**config.mk**
```make
export PLATFORM = sky130hd
export DESIGN_NAME = sdf_receiver_flat
export DESIGN_NICKNAME = d
export VERILOG_FILES = /design/src/inc/sdf_pkg.sv /design/src/inc/sdf_link_if.sv /design/src/hw/sdf_receiver.sv /design/src/flat_wrapper.sv
export SDC_FILE = /design/constraint.sdc
export NUM_CORES = 1
export LEC_CHECK = 0
export BUFFER_PORTS_ARGS = -buffer_cell sky130_fd_sc_hd__buf_4
export CAP_MARGIN = 20
export CORE_ASPECT_RATIO = 0.6
export CORE_MARGIN = 10
export CORE_UTILIZATION = 58
export CTS_BUF_LIST = sky130_fd_sc_hd__clkbuf_4 sky130_fd_sc_hd__clkbuf_8
export CTS_CLUSTER_DIAMETER = 30
export CTS_CLUSTER_SIZE = 12
export DETAILED_ROUTE_END_ITERATION = 8
export MAX_ROUTING_LAYER = met4
export PLACE_DENSITY = 0.82
export SYNTH_ARGS = -nofsm -noshare
export SYNTH_HDL_FRONTEND = slang
export SYNTH_SLANG_ARGS = --single-unit
```
**constraint.sdc**
```tcl
create_clock -name clock -period 2.1 [get_ports clock]
set_input_delay 0.315 -clock clock [delete_from_list [all_inputs] [get_ports clock]]
set_output_delay 0.315 -clock clock [all_outputs]
set_load 0.02 [all_outputs]
```
**src/inc/sdf_pkg.sv**
```systemverilog
`default_nettype none
// Shared constants and types for the data-frame tail and stream link
package sdf_pkg;
  // Field widths
  localparam int LEN_W = 13;
  localparam int CODE_W = 3;
  // Frame tail: zero end-of-frame bytes, then time-stamp bytes
  localparam int EOF_BYTES = 4;
  localparam int TS_BYTES = 4;
  localparam int TAIL_BYTES = EOF_BYTES + TS_BYTES;
  localparam logic [2:0] TAIL_LAST = 3'(TAIL_BYTES - 1);
  localparam logic [7:0] EOF_FILL = 8'h00;
  // Type codes
  localparam logic [2:0] TC_SUBCH = 3'h0;
  localparam logic [2:0] TC_CONTRIB = 3'h3;
  localparam logic [2:0] TC_FIG = 3'h4;
  localparam logic [2:0] TC_FIB = 3'h5;
  localparam logic [2:0] TC_INHOUSE = 3'h7;
  // Type extensions
  localparam logic [2:0] EXT_AUDIO = 3'h0;
  localparam logic [2:0] EXT_SDATA = 3'h1;
  localparam logic [2:0] EXT_PKTSUB = 3'h2;
  localparam logic [2:0] EXT_PKTCONTRIB = 3'h0;
  localparam logic [2:0] EXT_FIB_ASYNC = 3'h0;
  localparam logic [2:0] EXT_FIB_SYNC = 3'h1;
  localparam logic [2:0] EXT_FIG_LAST = 3'h2;
  // Fast information block size and per-frame limits
  localparam logic [LEN_W-1:0] FIB_BYTES = 13'h0020;
  localparam logic [LEN_W-1:0] FIB_MAX_STD = 13'h0003;
  localparam logic [LEN_W-1:0] FIB_MAX_M3 = 13'h0004;
  // Reset values
  localparam logic [LEN_W-1:0] LEN_RST = 13'h0000;
  localparam logic [31:0] TS_RST = 32'h00000000;
  localparam logic [7:0] FRAME_RST = 8'h00;

  // Link beat kinds
  typedef enum logic [1:0] {
    KIND_DESC = 2'b00,
    KIND_DATA = 2'b01,
    KIND_EOF = 2'b10,
    KIND_TS = 2'b11
  } sdf_kind_type;

  // Payload sinks on the receiving side
  typedef enum logic [3:0] {
    SINK_AUDIO = 4'h0,
    SINK_SDATA = 4'h1,
    SINK_PKTSUB = 4'h2,
    SINK_PKTCONTRIB = 4'h3,
    SINK_FIG = 4'h4,
    SINK_FIB_ASYNC = 4'h5,
    SINK_FIB_SYNC = 4'h6,
    SINK_INHOUSE = 4'h7,
    SINK_DROP = 4'h8
  } sdf_sink_type;

  // One buffered payload byte
  typedef struct packed {
    sdf_sink_type sink;
    logic first;
    logic last;
    logic [7:0] data;
  } sdf_beat_type;
endpackage
`default_nettype wire

```
**src/inc/sdf_link_if.sv**
```systemverilog
`default_nettype none
// Byte link from the stream sender to the stream receiver
interface sdf_link_if
  import sdf_pkg::*;
(
  input wire logic clock, // Common clock
  input wire logic nrst // Asynchronous reset, active low
);
  logic valid;
  logic ready;
  sdf_kind_type kind;
  logic [7:0] data;
  logic [CODE_W-1:0] streamTypeCode;
  logic [CODE_W-1:0] streamTypeExtension;
  logic [LEN_W-1:0] streamByteLength;

  modport sender (
    input clock, nrst, ready,
    output valid, kind, data, streamTypeCode, streamTypeExtension, streamByteLength
  );
  modport receiver (
    input clock, nrst, valid, kind, data, streamTypeCode, streamTypeExtension, streamByteLength,
    output ready
  );
endinterface
`default_nettype wire

```
**src/hw/sdf_receiver.sv**
```systemverilog
`default_nettype none
// Contract
// - Sender appends four zero end-of-frame bytes
// - Four time-stamp bytes follow, receiver extracts them
// - Type 0 extension 0 is audio sub-channel
// - Full-rate audio frame fits one frame
// - Half-rate audio split over two frames, reassembled
// - Type 0 extension 1 is data sub-channel
// - Type 0 extension 2 is packet sub-channel
// - Type 3 extension 0 is packet contribution
// - Tag-group stream keeps same extension each frame
// - Sender never sends configuration tag groups
// - Open tag-group stream listed, zero when empty
// - Tag groups passed through unaltered
// - Block count limited to three or four
// - Extension 0 blocks inserted when capacity spare
// - Extension 1 blocks tied to agreed frame
// - At most one block stream per frame
// - Open block stream signals zero when empty
// - In-house data forwarded without checks
// - Thirteen-bit byte length, zero is legal
module sdf_receiver
  import sdf_pkg::*;
(
  sdf_link_if.receiver link, // Link from the sender
  input wire logic clkEn, // Clock enable, freezes state when low
  input wire logic modeThree, // Allows four blocks per frame
  input wire logic halfRate, // Audio is half-rate, split over two frames
  output logic outValid, // Payload byte available
  input wire logic outReady, // Sink takes the byte
  output logic [7:0] outByte, // Payload byte
  output sdf_sink_type outSink, // Sink the byte belongs to
  output logic outFirst, // First byte of a stream or reassembled audio frame
  output logic outLast, // Last byte of a stream or reassembled audio frame
  output logic [7:0] outFrame, // Logical frame number the byte arrived in
  output logic [31:0] timeStamp, // Last extracted time stamp
  output logic timeStampValid, // New time stamp, one-cycle pulse
  output logic reservedErr, // Reserved stream type seen, one-cycle pulse
  output logic fibCountErr, // Block stream over the limit, one-cycle pulse
  output logic tailErr // Non-zero end-of-frame byte, one-cycle pulse
);
  sdf_beat_type slot_r [2];
  logic [1:0] cnt_r;
  logic [7:0] frameBuf_r [2];
  sdf_sink_type sink_r;
  logic [LEN_W-1:0] remain_r;
  logic firstPend_r;
  logic audioSecond_r;
  logic [2:0] tailIdx_r;
  logic [31:0] ts_r;
  logic tsValid_r;
  logic [7:0] frame_r;
  logic resErr_r;
  logic fibErr_r;
  logic tailErr_r;
  logic outValid_r;
  logic take;
  logic push;
  logic pop;
  sdf_sink_type descSink;
  logic [LEN_W-1:0] fibLimit;
  sdf_beat_type newBeat;
  logic isAudio;

  // Link is held off only while both buffer entries are taken
  assign link.ready = ~cnt_r[1];
  assign take = link.valid && ~cnt_r[1];
  assign push = take && (link.kind == KIND_DATA) && (sink_r != SINK_DROP);
  assign pop = cnt_r != 2'h0 && outReady;
  assign fibLimit = modeThree ? FIB_BYTES * FIB_MAX_M3 : FIB_BYTES * FIB_MAX_STD;
  assign isAudio = sink_r == SINK_AUDIO;

  // Map type code and extension of a descriptor to its sink
  always_comb begin
    descSink = SINK_DROP;
    unique case (link.streamTypeCode)
      TC_SUBCH: begin
        if (link.streamTypeExtension == EXT_AUDIO) begin
          descSink = SINK_AUDIO;
        end else if (link.streamTypeExtension == EXT_SDATA) begin
          descSink = SINK_SDATA;
        end else if (link.streamTypeExtension == EXT_PKTSUB) begin
          descSink = SINK_PKTSUB;
        end
      end
      TC_CONTRIB: begin
        if (link.streamTypeExtension == EXT_PKTCONTRIB) begin
          descSink = SINK_PKTCONTRIB;
        end
      end
      TC_FIG: begin
        if (link.streamTypeExtension <= EXT_FIG_LAST) begin
          descSink = SINK_FIG;
        end
      end
      TC_FIB: begin
        if (link.streamByteLength > fibLimit) begin
          descSink = SINK_DROP;
        end else if (link.streamTypeExtension == EXT_FIB_ASYNC) begin
          descSink = SINK_FIB_ASYNC;
        end else if (link.streamTypeExtension == EXT_FIB_SYNC) begin
          descSink = SINK_FIB_SYNC;
        end
      end
      TC_INHOUSE: begin
        descSink = SINK_INHOUSE;
      end
      default: begin
        descSink = SINK_DROP;
      end
    endcase
  end

  // Build the buffered beat; half-rate audio marks span both halves
  always_comb begin
    newBeat.sink = sink_r;
    newBeat.data = link.data;
    newBeat.first = firstPend_r && !(isAudio && halfRate && audioSecond_r);
    newBeat.last = (remain_r == 13'h0001) && !(isAudio && halfRate && !audioSecond_r);
  end

  // Stream tracking from each descriptor
  always_ff @(posedge link.clock or negedge link.nrst) begin
    if (!link.nrst) begin
      sink_r <= SINK_DROP;
      remain_r <= LEN_RST;
      firstPend_r <= 1'b0;
      audioSecond_r <= 1'b0;
    end else if (clkEn && take) begin
      if (link.kind == KIND_DESC) begin
        sink_r <= descSink;
        remain_r <= link.streamByteLength;
        firstPend_r <= 1'b1;
      end else if (link.kind == KIND_DATA) begin
        remain_r <= remain_r - 13'h0001;
        firstPend_r <= 1'b0;
        // Half toggles once per completed audio half
        if (isAudio && halfRate && remain_r == 13'h0001) begin
          audioSecond_r <= ~audioSecond_r;
        end
      end
    end
  end

  // Frame tail: zero check, time-stamp capture, frame count
  always_ff @(posedge link.clock or negedge link.nrst) begin
    if (!link.nrst) begin
      tailIdx_r <= 3'h0;
      ts_r <= TS_RST;
      tsValid_r <= 1'b0;
      frame_r <= FRAME_RST;
      tailErr_r <= 1'b0;
    end else if (clkEn) begin
      tsValid_r <= 1'b0;
      tailErr_r <= 1'b0;
      if (take && link.kind == KIND_EOF) begin
        tailIdx_r <= tailIdx_r + 3'h1;
        tailErr_r <= link.data != EOF_FILL;
      end else if (take && link.kind == KIND_TS) begin
        ts_r <= {ts_r[23:0], link.data};
        if (tailIdx_r == TAIL_LAST) begin
          tailIdx_r <= 3'h0;
          tsValid_r <= 1'b1;
          frame_r <= frame_r + 8'h01;
        end else begin
          tailIdx_r <= tailIdx_r + 3'h1;
        end
      end
    end
  end

  // Error pulses for refused streams
  always_ff @(posedge link.clock or negedge link.nrst) begin
    if (!link.nrst) begin
      resErr_r <= 1'b0;
      fibErr_r <= 1'b0;
    end else if (clkEn) begin
      resErr_r <= take && link.kind == KIND_DESC && descSink == SINK_DROP &&
                  !(link.streamTypeCode == TC_FIB && link.streamByteLength > fibLimit);
      fibErr_r <= take && link.kind == KIND_DESC && link.streamTypeCode == TC_FIB &&
                  link.streamByteLength > fibLimit;
    end
  end

  // Two-entry buffer; entry 0 drives the outputs so a sink stall loses nothing
  always_ff @(posedge link.clock or negedge link.nrst) begin
    if (!link.nrst) begin
      cnt_r <= 2'h0;
      outValid_r <= 1'b0;
      slot_r[0] <= '0;
      slot_r[1] <= '0;
      frameBuf_r[0] <= FRAME_RST;
      frameBuf_r[1] <= FRAME_RST;
    end else if (clkEn) begin
      outValid_r <= cnt_r[1] || push || (cnt_r[0] && !pop);
      if (pop) begin
        slot_r[0] <= slot_r[1];
        frameBuf_r[0] <= frameBuf_r[1];
      end
      if (push) begin
        if (cnt_r == 2'h0 || (cnt_r == 2'h1 && pop)) begin
          slot_r[0] <= newBeat;
          frameBuf_r[0] <= frame_r;
        end else begin
          slot_r[1] <= newBeat;
          frameBuf_r[1] <= frame_r;
        end
      end
      if (push && !pop) begin
        cnt_r <= cnt_r + 2'h1;
      end else if (pop && !push) begin
        cnt_r <= cnt_r - 2'h1;
      end
    end
  end

  // Outputs straight from buffer and status flops; the sink holds off
  // asynchronous blocks with outReady until the channel has room
  assign outValid = outValid_r;
  assign outByte = slot_r[0].data;
  assign outSink = slot_r[0].sink;
  assign outFirst = slot_r[0].first;
  assign outLast = slot_r[0].last;
  assign outFrame = frameBuf_r[0];
  assign timeStamp = ts_r;
  assign timeStampValid = tsValid_r;
  assign reservedErr = resErr_r;
  assign fibCountErr = fibErr_r;
  assign tailErr = tailErr_r;
endmodule
`default_nettype wire

```
**src/flat_wrapper.sv**
```systemverilog
// flat-port wrapper written by rule: the top's interface ports become plain ports
module sdf_receiver_flat import sdf_pkg::*;
  (clkEn, modeThree, halfRate, outValid, outReady, outByte, outSink, outFirst, outLast, outFrame, timeStamp, timeStampValid, reservedErr, fibCountErr, tailErr, clock, nrst, link_valid, link_kind, link_data, link_streamTypeCode, link_streamTypeExtension, link_streamByteLength, link_ready);
  sdf_link_if link_i (.clock(clock), .nrst(nrst));
  input wire logic clkEn;
  input wire logic modeThree;
  input wire logic halfRate;
  output logic outValid;
  input wire logic outReady;
  output logic [7:0] outByte;
  output sdf_sink_type outSink;
  output logic outFirst;
  output logic outLast;
  output logic [7:0] outFrame;
  output logic [31:0] timeStamp;
  output logic timeStampValid;
  output logic reservedErr;
  output logic fibCountErr;
  output logic tailErr;
  input wire logic clock;
  input wire logic nrst;
  input wire logic [$bits(link_i.valid)-1:0] link_valid;
  input wire logic [$bits(link_i.kind)-1:0] link_kind;
  input wire logic [$bits(link_i.data)-1:0] link_data;
  input wire logic [$bits(link_i.streamTypeCode)-1:0] link_streamTypeCode;
  input wire logic [$bits(link_i.streamTypeExtension)-1:0] link_streamTypeExtension;
  input wire logic [$bits(link_i.streamByteLength)-1:0] link_streamByteLength;
  output wire logic [$bits(link_i.ready)-1:0] link_ready;
  assign link_i.valid = link_valid;
  assign link_i.kind = link_kind;
  assign link_i.data = link_data;
  assign link_i.streamTypeCode = link_streamTypeCode;
  assign link_i.streamTypeExtension = link_streamTypeExtension;
  assign link_i.streamByteLength = link_streamByteLength;
  assign link_ready = link_i.ready;
  sdf_receiver u_core (.link(link_i), .clkEn(clkEn), .modeThree(modeThree), .halfRate(halfRate), .outValid(outValid), .outReady(outReady), .outByte(outByte), .outSink(outSink), .outFirst(outFirst), .outLast(outLast), .outFrame(outFrame), .timeStamp(timeStamp), .timeStampValid(timeStampValid), .reservedErr(reservedErr), .fibCountErr(fibCountErr), .tailErr(tailErr));
endmodule
```
# Yosys cells after proc, flatten, opt, wreduce, memory -nomap -nowiden

Cells that the tools add are included.

Bits of input ports: 36
Logic and storage cells: 130
Bits in registers: 113

Add/subtract/negate cells: 5
Equality and inequality tests: 14
Order comparisons: 2
Muxes and demuxes: 31
Bitwise logic cells: 5
Reduce and logical (&&, ||, !) cells: 50

Operator list:

| operator              | number |
|---|---|
| $mux 14               | 3 |
| $mux 4                | 8 |
| $mux 8                | 4 |
| $mux 28               | 1 |
| $mux 13               | 2 |
| $logic_and 1x1->1     | 23 |
| $pmux 4 s5            | 1 |
| $mux 16               | 1 |
| $eq 13x1->1 const B   | 1 |
| $gt 13x13->1          | 1 |
| $sub 13x1->13 const B | 1 |
| $eq 3x3->1 const B    | 4 |
| $mux 3                | 3 |
| $add 8x1->8 const B   | 1 |
| $reduce_and 2->1      | 4 |
| $reduce_and 4->1      | 2 |
| $reduce_bool 2->1     | 4 |
| $reduce_bool 8->1     | 1 |
| $eq 3x2->1 const B    | 2 |
| $logic_not 1->1       | 6 |
| $logic_not 3->1       | 2 |
| $mux 1                | 6 |
| $reduce_and 3->1      | 2 |
| $not 1->1             | 5 |
| other kinds (13)      | 19 |

# Logic depth before layout (Yosys ltp)

Gate-level depths: netlist (run 1).

Word-level depth: 8
Gate-level depth with buffers: 7
Gate-level depth less buffers: 7

# Least setup slack after synthesis (run 1)

No wires, ideal clock.

Path type: reg-to-reg
Start: register u_core.cnt_r[1]
End: register u_core.frameBuf_r[0] (netlist name)
Clock period less this slack: 1,844 ps
Path slack: 256 ps
Setup time: 128 ps
Data arrival time: 1,716 ps
Stages on the path, launching flop included: 7
Data required time: 1,972 ps
Cells stage by stage: dfrtp_1 -> inv_1 -> ha_1 -> a21oi_1 -> nand4b_2 -> buf_2 -> mux2_1

RTL lines:

| what                              | line                | RTL |
|---|---|---|
| start: declaration                | sdf_receiver.sv:43  | `logic [1:0] cnt_r;` |
| start signal: assignment          | sdf_receiver.sv:210 | `cnt_r <= cnt_r + 2'h1;` |
| start signal: assignment          | sdf_receiver.sv:212 | `cnt_r <= cnt_r - 2'h1;` |
| $not 1->1                         | -                   |  |
| named net link_ready              | flat_wrapper.sv:28  | `output wire logic [$bits(link_i.ready)-1:0] link_ready;` |
| $logic_and 1x1->1                 | sdf_receiver.sv:67  | `assign take = link.valid && ~cnt_r[1];` |
| $logic_and 1x1->1 (2 in a row)    | sdf_receiver.sv:68  | `assign push = take && (link.kind == KIND_DATA) && (sink_r != SINK_DROP);` |
| $reduce_and 3->1 (no source line) | -                   |  |
| end: declaration                  | sdf_receiver.sv:44  | `logic [7:0] frameBuf_r [2];` |

The timed path passes the listed nets, and every way through them passes these cells.
A chain may end at the register's enable or synchronous reset.

# Worst setup path in the final report (run 1)

Start: register u_core.sink_r[3]
End: register u_core.slot_r (netlist bit u_core.outLast)

Cells in the longest elaborated chain, start to end: 7

RTL lines:

| what                           | line                | RTL |
|---|---|---|
| start: declaration             | sdf_receiver.sv:45  | `sdf_sink_type sink_r;` |
| start signal: assignment       | sdf_receiver.sv:131 | `sink_r <= descSink;` |
| $logic_not 4->1                | sdf_receiver.sv:71  | `assign isAudio = sink_r == SINK_AUDIO;` |
| $logic_and 1x1->1 (2 in a row) | sdf_receiver.sv:119 | `newBeat.last = (remain_r == 13'h0001) && !(isAudio && halfRate && !audioSecond_r);` |
| $logic_not 1->1                | sdf_receiver.sv:119 |  |
| $logic_and 1x1->1              | sdf_receiver.sv:119 |  |
| $mux 14                        | sdf_receiver.sv:201 | `if (cnt_r == 2'h0 \|\| (cnt_r == 2'h1 && pop)) begin` |
| $mux 28 *                      | sdf_receiver.sv:200 | `if (push) begin` |
| end: declaration               | sdf_receiver.sv:42  | `sdf_beat_type slot_r [2];` |

Every way passes the cells marked *; elsewhere a longest branch is shown, timed or not.

==> results.md, run 1 <==
Critical path:
- STA classifies the critical path endpoint as a flop.
- The cell with the largest stage delay on the worst path is sky130_fd_sc_hd__dfstp_2.
- The buffer and inverter count on the worst path is 1.
- For the worst setup path, the data required time is 2.39 ns.
- The top cell family by delay on the critical path is flip-flops.
- The type of element launching the critical path is a flop.
- The maximum fanout encountered on the critical timing path is 13.
- The setup check on the worst reg-to-reg path leaves a slack of 0.19 ns.
- The signal arrival time at the worst endpoint is 2.20 ns.
- The worst setup path is of the reg2reg kind.
- The signal on the critical path passes through nor4b_2 -> nor2_1 -> a21boi_1 -> buf_4 -> a221oi_1.
- The biggest cell delay along the critical path is 0.58 ns.

CTS:
- TritonCTS built the clock tree.
- The clock latency at the later pin of the worst-skew pair is 0.42 ns.
- Counting along the longest clock path gives a buffer depth of 2.
- The number of clock sinks seen by CTS is 113.
- The clock tree root driver cell is sky130_fd_sc_hd__clkbuf_8.
- The clock tree synthesis step divided the H-tree into 4 levels.
- The number of resized instances in the post-cts repair step is 0.
- The CTS clock-pin slew for the worst setup and hold paths is 0.07 ns.
- Buffers inserted during clock tree synthesis total 17.

Layout:
- Relative to the synthesized area, the layout overhead comes to 22.0%.
- The total inserted antenna cells is 0.
- The total number of nets in the final design is 601.
- The fraction of final layout cells with drive strength greater than 1 is 26.1%.
- After routing the design area is 0.00661 mm2.

Logic synthesis:
- The area fraction of the dominant cell type after synthesis is 51.7%.
- Counting distinct cell types in the post-synthesis netlist gives 60.
- The synthesis warning total is 0.
- Yosys attributes the largest share of cell area to sky130_fd_sc_hd__dfrtp_1, sky130_fd_sc_hd__mux2_1, sky130_fd_sc_hd__a221o_1.
- The fraction of registers with async set or reset after synthesis is 100%.
- The dominant cell by count in the synthesized netlist is sky130_fd_sc_hd__dfrtp_1.
- The number of synthesized flops with an enable pin is 0.
- By count the netlist is led by sky130_fd_sc_hd__dfrtp_1, sky130_fd_sc_hd__mux2_1, sky130_fd_sc_hd__nand2_1, sky130_fd_sc_hd__nor2_1.
- The synthesized area per cell is 11.6 um2.
- The net count after synthesis is 514.
- The synthesized design spends more area on one cell type than any other, namely sky130_fd_sc_hd__dfrtp_1.
- After synthesis the netlist holds a flip-flop and latch count of 113.
- The mapped netlist covers 0.00542 mm2.
- The most used flip-flop cell after synthesis is sky130_fd_sc_hd__dfrtp_1.
- Sequential cells were found to cover 52.2% of the synthesized design area.
- The instance count of the mapped netlist is 467.

Routing:
- The number of vias after detailed routing is 4121.
- The ratio of routed vias to standard cells is 6.03.
- After detailed routing, the average wire length per cell comes to 19.6 um.
- In this run, the number of DRC markers left after iteration 0 of detailed routing was 400.
- The pre-antenna-repair detailed-routing pass consisted of 5 iterations.
- The count of unresolved DRC violations after routing is 0.
- The count of nets left with antenna violations after detail routing is 0.
- After detailed routing, the total wire length is 13.4 mm.

Timing:
- The final critical path takes up 91.0% of the cycle.
- The final hold violation count was 0.
- At the pin with the least slew margin, the transition time is 0.510 ns.
- For the final database, setup skew stands at 0.00907 ns.
- Setup repair after global routing left no endpoint under its margin.
- The number of slew-limit violations in the final report was 0.
- The post-route minimum period is 1.91 ns.
- The worst pin sits at a relative slew slack of 65.7%.
- After routing, the total negative slack on setup checks comes to 0 ns.
- Setup violations remaining at the end of the flow were counted as 0.
- The highest achievable clock rate is 523 MHz.

Placed design:
- The half-perimeter wire length after placement is 9.68 mm.
- The count of port buffers added during placement is 95.
- The congestion estimate from routability-driven global placement came to 0.926.
- In this run the cell area measured after placement is 0.00619 mm2.

Die:
- The area of the die is 0.0137 mm2.
- In this run the core area contains 27 standard-cell rows.
- 96 I/O pins were placed.
- For this configuration, the core starts out at a cell density of 59.4%.
- The floorplan step set the die width to 145 um.
- The core region is 0.00912 mm2.
- The vertical die dimension is 94.9 um.

Global route:
- Global routing finished with a remaining overflow of 0.
- The overall routing resource usage is 20.6%.
- The first global-routing pass estimated 21.4 mm of wire.
- The largest net degree at the start of global routing is 58.
- The number of global-route vias before repair came to 4075.
- The number of antenna violations at the first check in global routing is 0.

Run status:
- The run finished with clean final reports.

Run:
- The max-capacitance violation count is 0.

Pwr:
- The worst IR drop on VDD is 0.694 mV.
- The power density relative to cell area is 1280 mW/mm2.
- The cell leakage power is 3.15 nW.

Min path:
- The type of the tightest min-delay check is in2reg.
==> repair_timing <==
action,4_1_cts,5_1_grt
endpoints found under the hold margin,31,0
hold buffers,1,0
buffers inserted,0,0
==> path summary, 6_finish.rpt <==
check / endpoint / cells after the start / start
worst max-delay path: u_core.outLast$_DFFE_PN0P_ / 5 / u_core.sink_r[3]$_DFFE_PN1P_
worst min-delay path: u_core.remain_r[5]$_DFFE_PN0P_ / 2 / link_kind[0]
worst max register to register: u_core.outLast$_DFFE_PN0P_ / 5 / u_core.sink_r[3]$_DFFE_PN1P_
worst min register to register: u_core.slot_r[8]$_DFFE_PN0P_ / 2 / u_core.slot_r[8]$_DFFE_PN0P_
max in group asynchronous: u_core.timeStampValid$_DFFE_PN0P_ / 3 / nrst
min in group asynchronous: u_core.remain_r[3]$_DFFE_PN0P_ / 2 / nrst
==> metal layers <==
| metal | GRT usage (%) | wire length [um] | vias up |
|---|---|---|---|
| li1 | - | - | 1877 |
| met1 | 27.5 | 6000 | 2069 |
| met2 | 29.5 | 6230 | 151 |
| met3 | 5.66 | 930 | 24 |
| met4 | 7.54 | 218 | 0 |
| met5 | - | 0 | - |
==> sequential cells by signal, summed over array words and instances, names as in the netlist <==
| name | cells |
|---|---|
| u_core.frameBuf_r | 8 |
| u_core.outFrame | 8 |
| u_core.fibCountErr | 1 |
| u_core.outLast | 1 |
| u_core.outSink | 4 |
| u_core.audioSecond_r | 1 |
| u_core.outFirst | 1 |
| u_core.sink_r | 4 |
| u_core.firstPend_r | 1 |
| u_core.timeStampValid | 1 |
| u_core.slot_r | 14 |
| u_core.remain_r | 13 |
| u_core.frame_r | 8 |
| u_core.reservedErr | 1 |
| u_core.timeStamp | 32 |
| u_core.tailErr | 1 |
| u_core.outByte | 8 |
| u_core.tailIdx_r | 3 |
| u_core.cnt_r | 2 |
| u_core.outValid | 1 |
==> power by group <==
part,internal [mW],total (mW),switching (mW)
sequential,2.91,3.55,0.637
combinational,1.32,2.83,1.51
clock,1.18,2.06,0.878
==> cells by family after synthesis <==
group	count (synthesis)	synth area share [%]
simple gates	142	15.1
flops	113	52.2
compound gates	83	11.7
mux	56	11.6
buf+inv	52	5.24
fa+ha+maj	11	2.54
xor+xnor	10	1.62
==> layout by cell type, fill, tap and decap left out, types with 11 or more instances in the layout <==
| cell | count |
|---|---|
| sky130_fd_sc_hd__dfrtp_1 | 112 |
| sky130_fd_sc_hd__buf_4 | 104 |
| sky130_fd_sc_hd__mux2_1 | 53 |
| sky130_fd_sc_hd__nand2_1 | 29 |
| sky130_fd_sc_hd__nor2_1 | 23 |
| sky130_fd_sc_hd__and2_1 | 22 |
| sky130_fd_sc_hd__a221o_1 | 22 |
| sky130_fd_sc_hd__clkbuf_8 | 20 |
| sky130_fd_sc_hd__nand3_1 | 14 |
| sky130_fd_sc_hd__a21oi_1 | 11 |
| sky130_fd_sc_hd__ha_1 | 11 |
==> worst reg2reg max path: cells and delay by family, from the launching register on <==
| family | cells | cell delay, ns |
|---|---|---|
| AOI/OAI and AO/OA | 2 | 0.40 |
| buffers and inverters | 1 | 0.26 |
| DFF | 1 | 0.58 |
| and+or+nand+nor | 2 | 0.55 |
==> cell type report <==
cell class,instances,area (um2)
clock buffers,23,298
clock inverters,9,106
fillers,621,2510
inverters,11,41.3
multi-input cells,302,2320
flip-flops and latches,113,2830
well taps,116,145
repair buffers,109,871
==> through the flow <==
step | hold WS (ns) | total power [mW] | utilization, % | std cells | setup slack (ns)
after floorplan | 0.0194 | 5.25 | - | 467 | 0.256
after global placement | 0.298 | 6.23 | 67.9 | 650 | 0.271
after detailed placement | 0.304 | 6.40 | 67.9 | 650 | 0.0833
after CTS | 0.109 | 8.49 | 72.4 | 683 | 0.187
after global routing | 0.111 | 8.92 | 72.4 | 683 | 0.00868
final | 0.129 | 8.44 | 72.4 | 683 | 0.189
(Power assumes the default switching activity.)
==> inputs of run 2 (changes only) <==
- ABC_AREA: default -> 1
- BUFFER_PORTS_ARGS: -buffer_cell sky130_fd_sc_hd__buf_4 -> -buffer_cell sky130_fd_sc_hd__buf_2
- CORE_UTILIZATION: 58 -> 59
- PLACE_DENSITY: 0.82 -> 0.83
- SKIP_CTS_REPAIR_TIMING: default -> 1
==> results.md, run 2 <==
Layout:
- The total number of nets in the final design is 881 (was 601).
- The final core utilization is 69.1% (was 72.4%).
- The flip-flop count of the largest register after layout is 32 (unchanged).
- The fraction of final layout cells with drive strength greater than 1 came to 20.4% (was 26.1%).
- The total inserted antenna cells came to 0 (unchanged).
- The most common cell after layout, fill and taps aside is sky130_fd_sc_hd__nand2_1 (was sky130_fd_sc_hd__dfrtp_1).
- The number of filler instances in the final layout is 767 (was 621).
- The combined area of the multi-input logic cells is 0.00249 mm2 (was 0.00232 mm2).
- The filler-free cell count of the finished design is 981 (was 683).
- The sequential cell area is 0.00283 mm2 (unchanged).
- The relative area change from synthesis to final layout is 14.6% (was 22.0%).
- Leading cell types in the layout, fill and taps excluded: sky130_fd_sc_hd__nand2_1, sky130_fd_sc_hd__dfrtp_1, sky130_fd_sc_hd__buf_2 (was sky130_fd_sc_hd__dfrtp_1, sky130_fd_sc_hd__buf_4, sky130_fd_sc_hd__mux2_1).

Timing:
- The final hold violation count was 0 (unchanged).
- The final critical-path setup slack is 0.269 ns (was 0.189 ns).
- The final count of negative-setup-slack endpoints is 0 (unchanged).
- The relative slew slack is 58.2% (was 65.7%).
- The transition time at the pin with the least slew margin is 0.626 ns (was 0.510 ns).
- The post-route minimum period is 1.83 ns (was 1.91 ns).
- Setup repair after global routing missed its margin: no (unchanged).
- The number of slew-limit violations in the final report is 0 (unchanged).
- The highest achievable clock rate is 546 MHz (was 523 MHz).
- The clock tree skew after final layout was 0.0109 ns (was 0.00907 ns).
- The total negative slack is 0 ns (unchanged).
- The share of the clock period used by the worst path was 87.2% (was 91.0%).

Die:
- The area of the die is 0.0146 mm2 (was 0.0137 mm2).
- The number of top-level design ports was 96 (unchanged).
- The overall die width came to 149 um (was 145 um).
- The row count was 28 (was 27).
- The placeable core area is 0.00984 mm2 (was 0.00912 mm2).
- The vertical die dimension is 97.7 um (was 94.9 um).
- The initial core utilization is 60.2% (was 59.4%).

Routing:
- The final routed wire length divided by cell count was 15.3 um (was 19.6 um).
- The detailed-route wire length was 15.0 mm (was 13.4 mm).
- The first-pass iteration count of the detailed router is 5 (unchanged).
- The violation count after the first detailed-routing iteration is 450 (was 400).
- The number of vias after detailed routing came to 5279 (was 4121).
- The count of nets left with antenna violations after detail routing is 0 (unchanged).
- The ratio of routed vias to standard cells is 5.38 (was 6.03).
- The count of unresolved DRC violations after routing is 0 (unchanged).

CTS:
- The deepest clock path buffer count is 2 (unchanged).
- The clock tree root driver cell is sky130_fd_sc_hd__clkbuf_8 (unchanged).
- The clock latency at the later pin of the worst-skew pair was 0.44 ns (was 0.42 ns).
- The number of clock sinks seen by CTS was 113 (unchanged).
- The total number of H-tree levels is 4 (unchanged).
- The CTS clock-pin slew for the worst setup and hold paths is 0.07 ns (about the same).
- The TritonCTS clock tree is yes (unchanged).
- The number of buffers added by the clock tree synthesis step is 17 (unchanged).

Pwr:
- The power after layout was 8.98 mW (was 8.44 mW).
- The power density relative to cell area came to 1320 mW/mm2 (was 1280 mW/mm2).
- The worst IR drop on VDD came to 0.603 mV (was 0.694 mV).
- The cell leakage power is 3.68 nW (was 3.15 nW).

Logic synthesis:
- Top area cells in the synthesized netlist: sky130_fd_sc_hd__dfrtp_1, sky130_fd_sc_hd__nand2_1, sky130_fd_sc_hd__inv_1 (was sky130_fd_sc_hd__dfrtp_1, sky130_fd_sc_hd__mux2_1, sky130_fd_sc_hd__a221o_1).
- The flip-flop cell with the highest count after synthesis is sky130_fd_sc_hd__dfrtp_1 (unchanged).
- The synthesized area per cell was 7.84 um2 (was 11.6 um2).
- The distinct cell type count of the synthesized netlist was 39 (was 60).
- Top post-synthesis cells by count: sky130_fd_sc_hd__nand2_1, sky130_fd_sc_hd__dfrtp_1, sky130_fd_sc_hd__inv_1, sky130_fd_sc_hd__o21ai_0, sky130_fd_sc_hd__nor2_1 (was sky130_fd_sc_hd__dfrtp_1, sky130_fd_sc_hd__mux2_1, sky130_fd_sc_hd__nand2_1, sky130_fd_sc_hd__nor2_1).
- The synthesized cell area came to 0.00593 mm2 (was 0.00542 mm2).
- The number of synthesized flops with an enable pin is 0 (unchanged).
- The proportion of synthesized chip area in sequential cells is 47.7% (was 52.2%).
- The synthesis warning total is 0 (unchanged).
- The synthesized flop and latch total was 113 (unchanged).
- The net count after synthesis was 803 (was 514).
- The area fraction of the dominant cell type after synthesis is 47.3% (was 51.7%).
- The fraction of registers with async set or reset after synthesis came to 100% (unchanged).
- The instance count of the mapped netlist is 756 (was 467).
- The dominant cell by count in the synthesized netlist is sky130_fd_sc_hd__nand2_1 (was sky130_fd_sc_hd__dfrtp_1).
- The largest area contributor in the netlist is sky130_fd_sc_hd__dfrtp_1 (unchanged).

Critical path:
- Cell chain of the critical path: inv_2 -> ha_1 -> inv_1 -> nand2_1 -> ha_1 -> or2_2 -> o21ai_0 (was nor4b_2 -> nor2_1 -> a21boi_1 -> buf_4 -> a221oi_1).
- The type of element launching the critical path is a flop (unchanged).
- The cell with the largest stage delay on the worst path is sky130_fd_sc_hd__dfrtp_1 (was sky130_fd_sc_hd__dfstp_2).
- The biggest cell delay along the critical path is 0.40 ns (was 0.58 ns).
- The kind of critical path was reg2reg (unchanged).
- The maximum fanout encountered on the critical timing path was 7 (was 13).
- The cell repeated most along the worst path is sky130_fd_sc_hd__ha_1.
- The category of the worst setup path capture point is a flop (unchanged).
- The signal arrival time at the worst endpoint is 2.18 ns (was 2.20 ns).
- The required arrival time at the worst endpoint is 2.45 ns (was 2.39 ns).

Min path:
- The type of the tightest min-delay check is in2reg (unchanged).

Global route:
- The first-pass GRT wire length came to 24.6 mm (was 21.4 mm).
- The number of antenna violations at the first check in global routing is 0 (unchanged).
- The number of global-route vias before repair is 5069 (was 4075).
- The overall routing resource usage is 21.2% (was 20.6%).
- The largest net degree at the start of global routing came to 49 (was 58).
- The final global-route overflow total is 0 (unchanged).

Run status:
- Run status: complete, no violations (unchanged).

Run:
- The max-capacitance violation count was 0 (unchanged).

Placed design:
- The post-place setup slack is 0.296 ns (was 0.0833 ns).
- The half-perimeter wire length after placement is 10.9 mm (was 9.68 mm).
- The cell total after placement is 949 (was 650).
- The count of port buffers added during placement is 95 (unchanged).
- The final weighted congestion of routability-driven global placement is 0.893 (was 0.926).
[run 2: cell types whose count changed after synthesis, moves of 9 or more]
cell / delta
sky130_fd_sc_hd__and2_1: -22
sky130_fd_sc_hd__inv_1: +54
sky130_fd_sc_hd__o21ai_1: +9
sky130_fd_sc_hd__o21ai_0: +40
sky130_fd_sc_hd__nand2_1: +255
sky130_fd_sc_hd__a221o_1: -22
sky130_fd_sc_hd__nor2_1: +22
sky130_fd_sc_hd__nand3_1: +18
sky130_fd_sc_hd__a21oi_1: +12
sky130_fd_sc_hd__mux2_1: -53
[run 2: kinds of logic after synthesis]
kind of cell    count (synthesis)  share of synthesized area, %
buf+inv                       121                          10.4
flops                         113                          47.7
simple gates                  400                          28.9
compound gates                102                          9.43
fa+ha+maj                      11                          2.32
xor+xnor                        9                          1.33
[run 2: critical path: cells and delay by family (launching register included)]
family          cells  cell delay [ns]
compound gates      1             0.18
fa+ha+maj           2             0.45
buf+inv             2             0.20
flops               1             0.40
simple gates        2             0.52
[run 2: layout make-up]
type	count	area share, %
tap	135	2.48
clock buffer	21	4.16
clock inverter	10	2.32
inverter	73	4.07
timing repair buffer	107	8.76
multi-input combinational	522	36.6
sequential	113	41.6
[run 2: routing by layer]
layer | routed length [um] | GRT usage (%) | share of wire, % | up-vias
li1 | - | - | - | 2525
met1 | 6570 | 27.7 | 44 | 2502
met2 | 6880 | 30.9 | 46 | 228
met3 | 1340 | 5.53 | 8.9 | 24
met4 | 257 | 7.51 | 1.7 | 0
met5 | 0 | - | 0 | -
[run 2: path summary, 6_finish.rpt]
| kind | cells after the start | start | endpoint | slack (ns) |
|---|---|---|---|---|
| setup / recovery | 7 | u_core.cnt_r[1]$_DFFE_PN0P_ | u_core.cnt_r[1]$_DFFE_PN0P_ | 0.27 |
| hold / removal | 3 | link_streamByteLength[7] | u_core.remain_r[7]$_DFFE_PN0P_ | 0.14 |
| setup reg to reg | 7 | u_core.cnt_r[1]$_DFFE_PN0P_ | u_core.cnt_r[1]$_DFFE_PN0P_ | 0.27 |
| hold reg to reg | 2 | u_core.timeStamp[29]$_DFFE_PN0P_ | u_core.timeStamp[29]$_DFFE_PN0P_ | 0.46 |
| max in group asynchronous | 3 | nrst | u_core.sink_r[3]$_DFFE_PN1P_ | 1.10 |
| min in group asynchronous | 2 | nrst | u_core.remain_r[11]$_DFFE_PN0P_ | 0.37 |
[run 2: report_power, final]
part	internal (mW)	switching (mW)	total (mW)
Clock	1.39	0.895	2.28
Combinational	1.04	2.04	3.09
Sequential	3.01	0.596	3.61
Total	5.44	3.53	8.98
[run 2: through the flow]
step	area, um2	hold slack (ns)
finish	6800	0.141
global route	6800	0.150
CTS	6790	-0.169
detailed placement	6350	0.297
global placement	6350	0.292
floorplan	5930	0.0194
==> inputs of run 3 (changes only) <==
- PLACE_DENSITY: 0.83 -> 0.82
==> results.md, run 3 (same netlist as run 2, synthesis figures left out) <==
Pwr:
- The power density relative to cell area is 1300 mW/mm2 (was 1320 mW/mm2).
- The worst IR drop on VDD came to 0.586 mV (was 0.603 mV).
- The power after layout is 8.78 mW (was 8.98 mW).
- The cell leakage power is 3.65 nW (was 3.68 nW).

Critical path:
- The category of the worst setup path capture point is a flop (unchanged).
- The biggest cell delay along the critical path was 0.40 ns (about the same).
- The maximum fanout encountered on the critical timing path is 13 (was 7).
- The type of element launching the critical path is a flop (unchanged).
- The cell repeated most along the worst path is sky130_fd_sc_hd__nand2_1 (was sky130_fd_sc_hd__ha_1).
- The critical register-to-register path startpoint is u_core.cnt_r[1]$_DFFE_PN0P_ (unchanged).
- The signal arrival time at the worst endpoint is 2.31 ns (was 2.18 ns).
- The kind of critical path is reg2reg (unchanged).
- The top cell family by delay on the critical path is simple AND/OR/NAND/NOR gates (unchanged).
- The register-to-register path setup slack came to 0.16 ns (was 0.27 ns).
- The worst setup path startpoint is u_core.cnt_r[1]$_DFFE_PN0P_ (unchanged).
- The required arrival time at the worst endpoint was 2.47 ns (was 2.45 ns).
- Cell chain of the critical path: inv_2 -> ha_1 -> inv_1 -> nand2_1 -> inv_1 -> nor2_4 -> buf_6 -> nand2_1 -> nand2_1 -> a21oi_1 -> nor2_1 (was inv_2 -> ha_1 -> inv_1 -> nand2_1 -> ha_1 -> or2_2 -> o21ai_0).
- The buffer and inverter count on the worst path was 4 (was 2).
- The cell with the largest stage delay on the worst path is sky130_fd_sc_hd__dfrtp_1 (unchanged).

Run status:
- Run status: complete, no violations (unchanged).

Layout:
- The flip-flop count of the largest register after layout is 32 (unchanged).
- The filler-free cell count of the finished design is 982 (was 981).
- The final core utilization came to 68.6% (was 69.1%).
- The fraction of final layout cells with drive strength greater than 1 is 20.5% (was 20.4%).
- The relative area change from synthesis to final layout came to 13.9% (was 14.6%).
- The total inserted antenna cells is 0 (unchanged).
- The most common cell after layout, fill and taps aside was sky130_fd_sc_hd__nand2_1 (unchanged).
- The total number of nets in the final design is 881 (unchanged).
- Leading cell types in the layout, fill and taps excluded: sky130_fd_sc_hd__nand2_1, sky130_fd_sc_hd__dfrtp_1, sky130_fd_sc_hd__buf_2 (unchanged).

Global route:
- The largest net degree at the start of global routing is 42 (was 49).
- The number of global-route vias before repair is 4985 (was 5069).
- The final global-route overflow total came to 0 (unchanged).
- The number of antenna violations at the first check in global routing is 0 (unchanged).
- The overall routing resource usage is 21.3% (was 21.2%).
- The first-pass GRT wire length is 24.5 mm (was 24.6 mm).

Routing:
- The detailed-route wire length was 15.2 mm (was 15.0 mm).
- The number of vias after detailed routing came to 5291 (was 5279).
- The count of nets left with antenna violations after detail routing is 0 (unchanged).
- The count of unresolved DRC violations after routing is 0 (unchanged).
- The final routed wire length divided by cell count is 15.5 um (was 15.3 um).
- The ratio of routed vias to standard cells is 5.39 (was 5.38).
- The first-pass iteration count of the detailed router is 5 (unchanged).
- The violation count after the first detailed-routing iteration was 465 (was 450).

CTS:
- The CTS clock-pin slew for the worst setup and hold paths is 0.07 ns (about the same).
- The TritonCTS clock tree was yes (unchanged).
- The clock tree root driver cell was sky130_fd_sc_hd__clkbuf_8 (unchanged).
- The total number of H-tree levels is 4 (unchanged).
- The number of clock sinks seen by CTS came to 113 (unchanged).
- The clock latency at the later pin of the worst-skew pair was 0.44 ns (about the same).
- The number of buffers added by the clock tree synthesis step was 17 (unchanged).
- The deepest clock path buffer count is 2 (unchanged).

Die:
- The initial core utilization is 60.2% (unchanged).
- The area of the die is 0.0146 mm2 (unchanged).
- The placeable core area is 0.00984 mm2 (unchanged).
- The vertical die dimension is 97.7 um (unchanged).
- The overall die width is 149 um (unchanged).
- The row count came to 28 (unchanged).
- The number of top-level design ports came to 96 (unchanged).

Min path:
- The hold path startpoint was link_streamByteLength[7] (unchanged).
- The type of the tightest min-delay check is in2reg (unchanged).

Timing:
- The final critical-path setup slack is 0.165 ns (was 0.269 ns).
- The total negative slack came to 0 ns (unchanged).
- The number of slew-limit violations in the final report came to 0 (unchanged).
- The share of the clock period used by the worst path is 92.2% (was 87.2%).
- The final count of negative-setup-slack endpoints is 0 (unchanged).
- The clock tree skew after final layout came to 0.00674 ns (was 0.0109 ns).
- The transition time at the pin with the least slew margin came to 0.583 ns (was 0.626 ns).
- The final hold violation count is 0 (unchanged).
- The highest achievable clock rate is 517 MHz (was 546 MHz).
- The relative slew slack came to 61.1% (was 58.2%).
- The post-route minimum period is 1.94 ns (was 1.83 ns).

Run:
- The max-capacitance violation count is 0 (unchanged).

Placed design:
- The post-place setup slack is 0.246 ns (was 0.296 ns).
- The final weighted congestion of routability-driven global placement was 0.907 (was 0.893).
- The cell total after placement is 949 (unchanged).
- The count of port buffers added during placement is 95 (unchanged).
- The half-perimeter wire length after placement is 10.8 mm (was 10.9 mm).
run 3: final cells by class:
cell class                 instances  area [um2]
multi-input combinational        522        2490
sequential                       113        2830
tap                              135         169
timing repair buffer             107         587
clock inverter                    12         134
clock buffer                      20         275
inverter                          73         277
fill                             780        3090
run 3: layer usage:
metal  track usage [%]  part of all wire (%)  vias up
met1              27.8                    44     2509
li1                  -                     -     2527
met5                 -                     0        -
met4              6.99                   1.4        0
met2              30.9                    45      227
met3              6.33                   9.0       28
run 3: worst paths after layout:
path | endpoint | cells past startpoint
setup / recovery | u_core.outFrame[6]$_DFFE_PN0P_ | 11
hold / removal | u_core.remain_r[7]$_DFFE_PN0P_ | 3
setup reg to reg | u_core.outFrame[6]$_DFFE_PN0P_ | 11
hold reg to reg | u_core.timeStamp[28]$_DFFE_PN0P_ | 2
max in group asynchronous | u_core.outByte[2]$_DFFE_PN0P_ | 3
min in group asynchronous | u_core.remain_r[5]$_DFFE_PN0P_ | 2
run 3: stage by stage:
step                hold slack [ns]  instance area (um2)
floorplan                    0.0194                 5930
finish                        0.128                 6760
global placement              0.278                 6330
detailed placement            0.284                 6330
global route                  0.107                 6760
CTS                          -0.194                 6740
run 3: report_power, final:
part | total (mW) | switching, mW | internal, mW
clock | 2.07 | 0.924 | 1.15
combinational | 3.09 | 2.06 | 1.04
sequential | 3.62 | 0.607 | 3.01
run 3: worst min-delay path: stages:
cell and delay [ns]:
sky130_fd_sc_hd__buf_2 0.10, sky130_fd_sc_hd__o21ai_0 0.07, sky130_fd_sc_hd__nand2_1 0.06
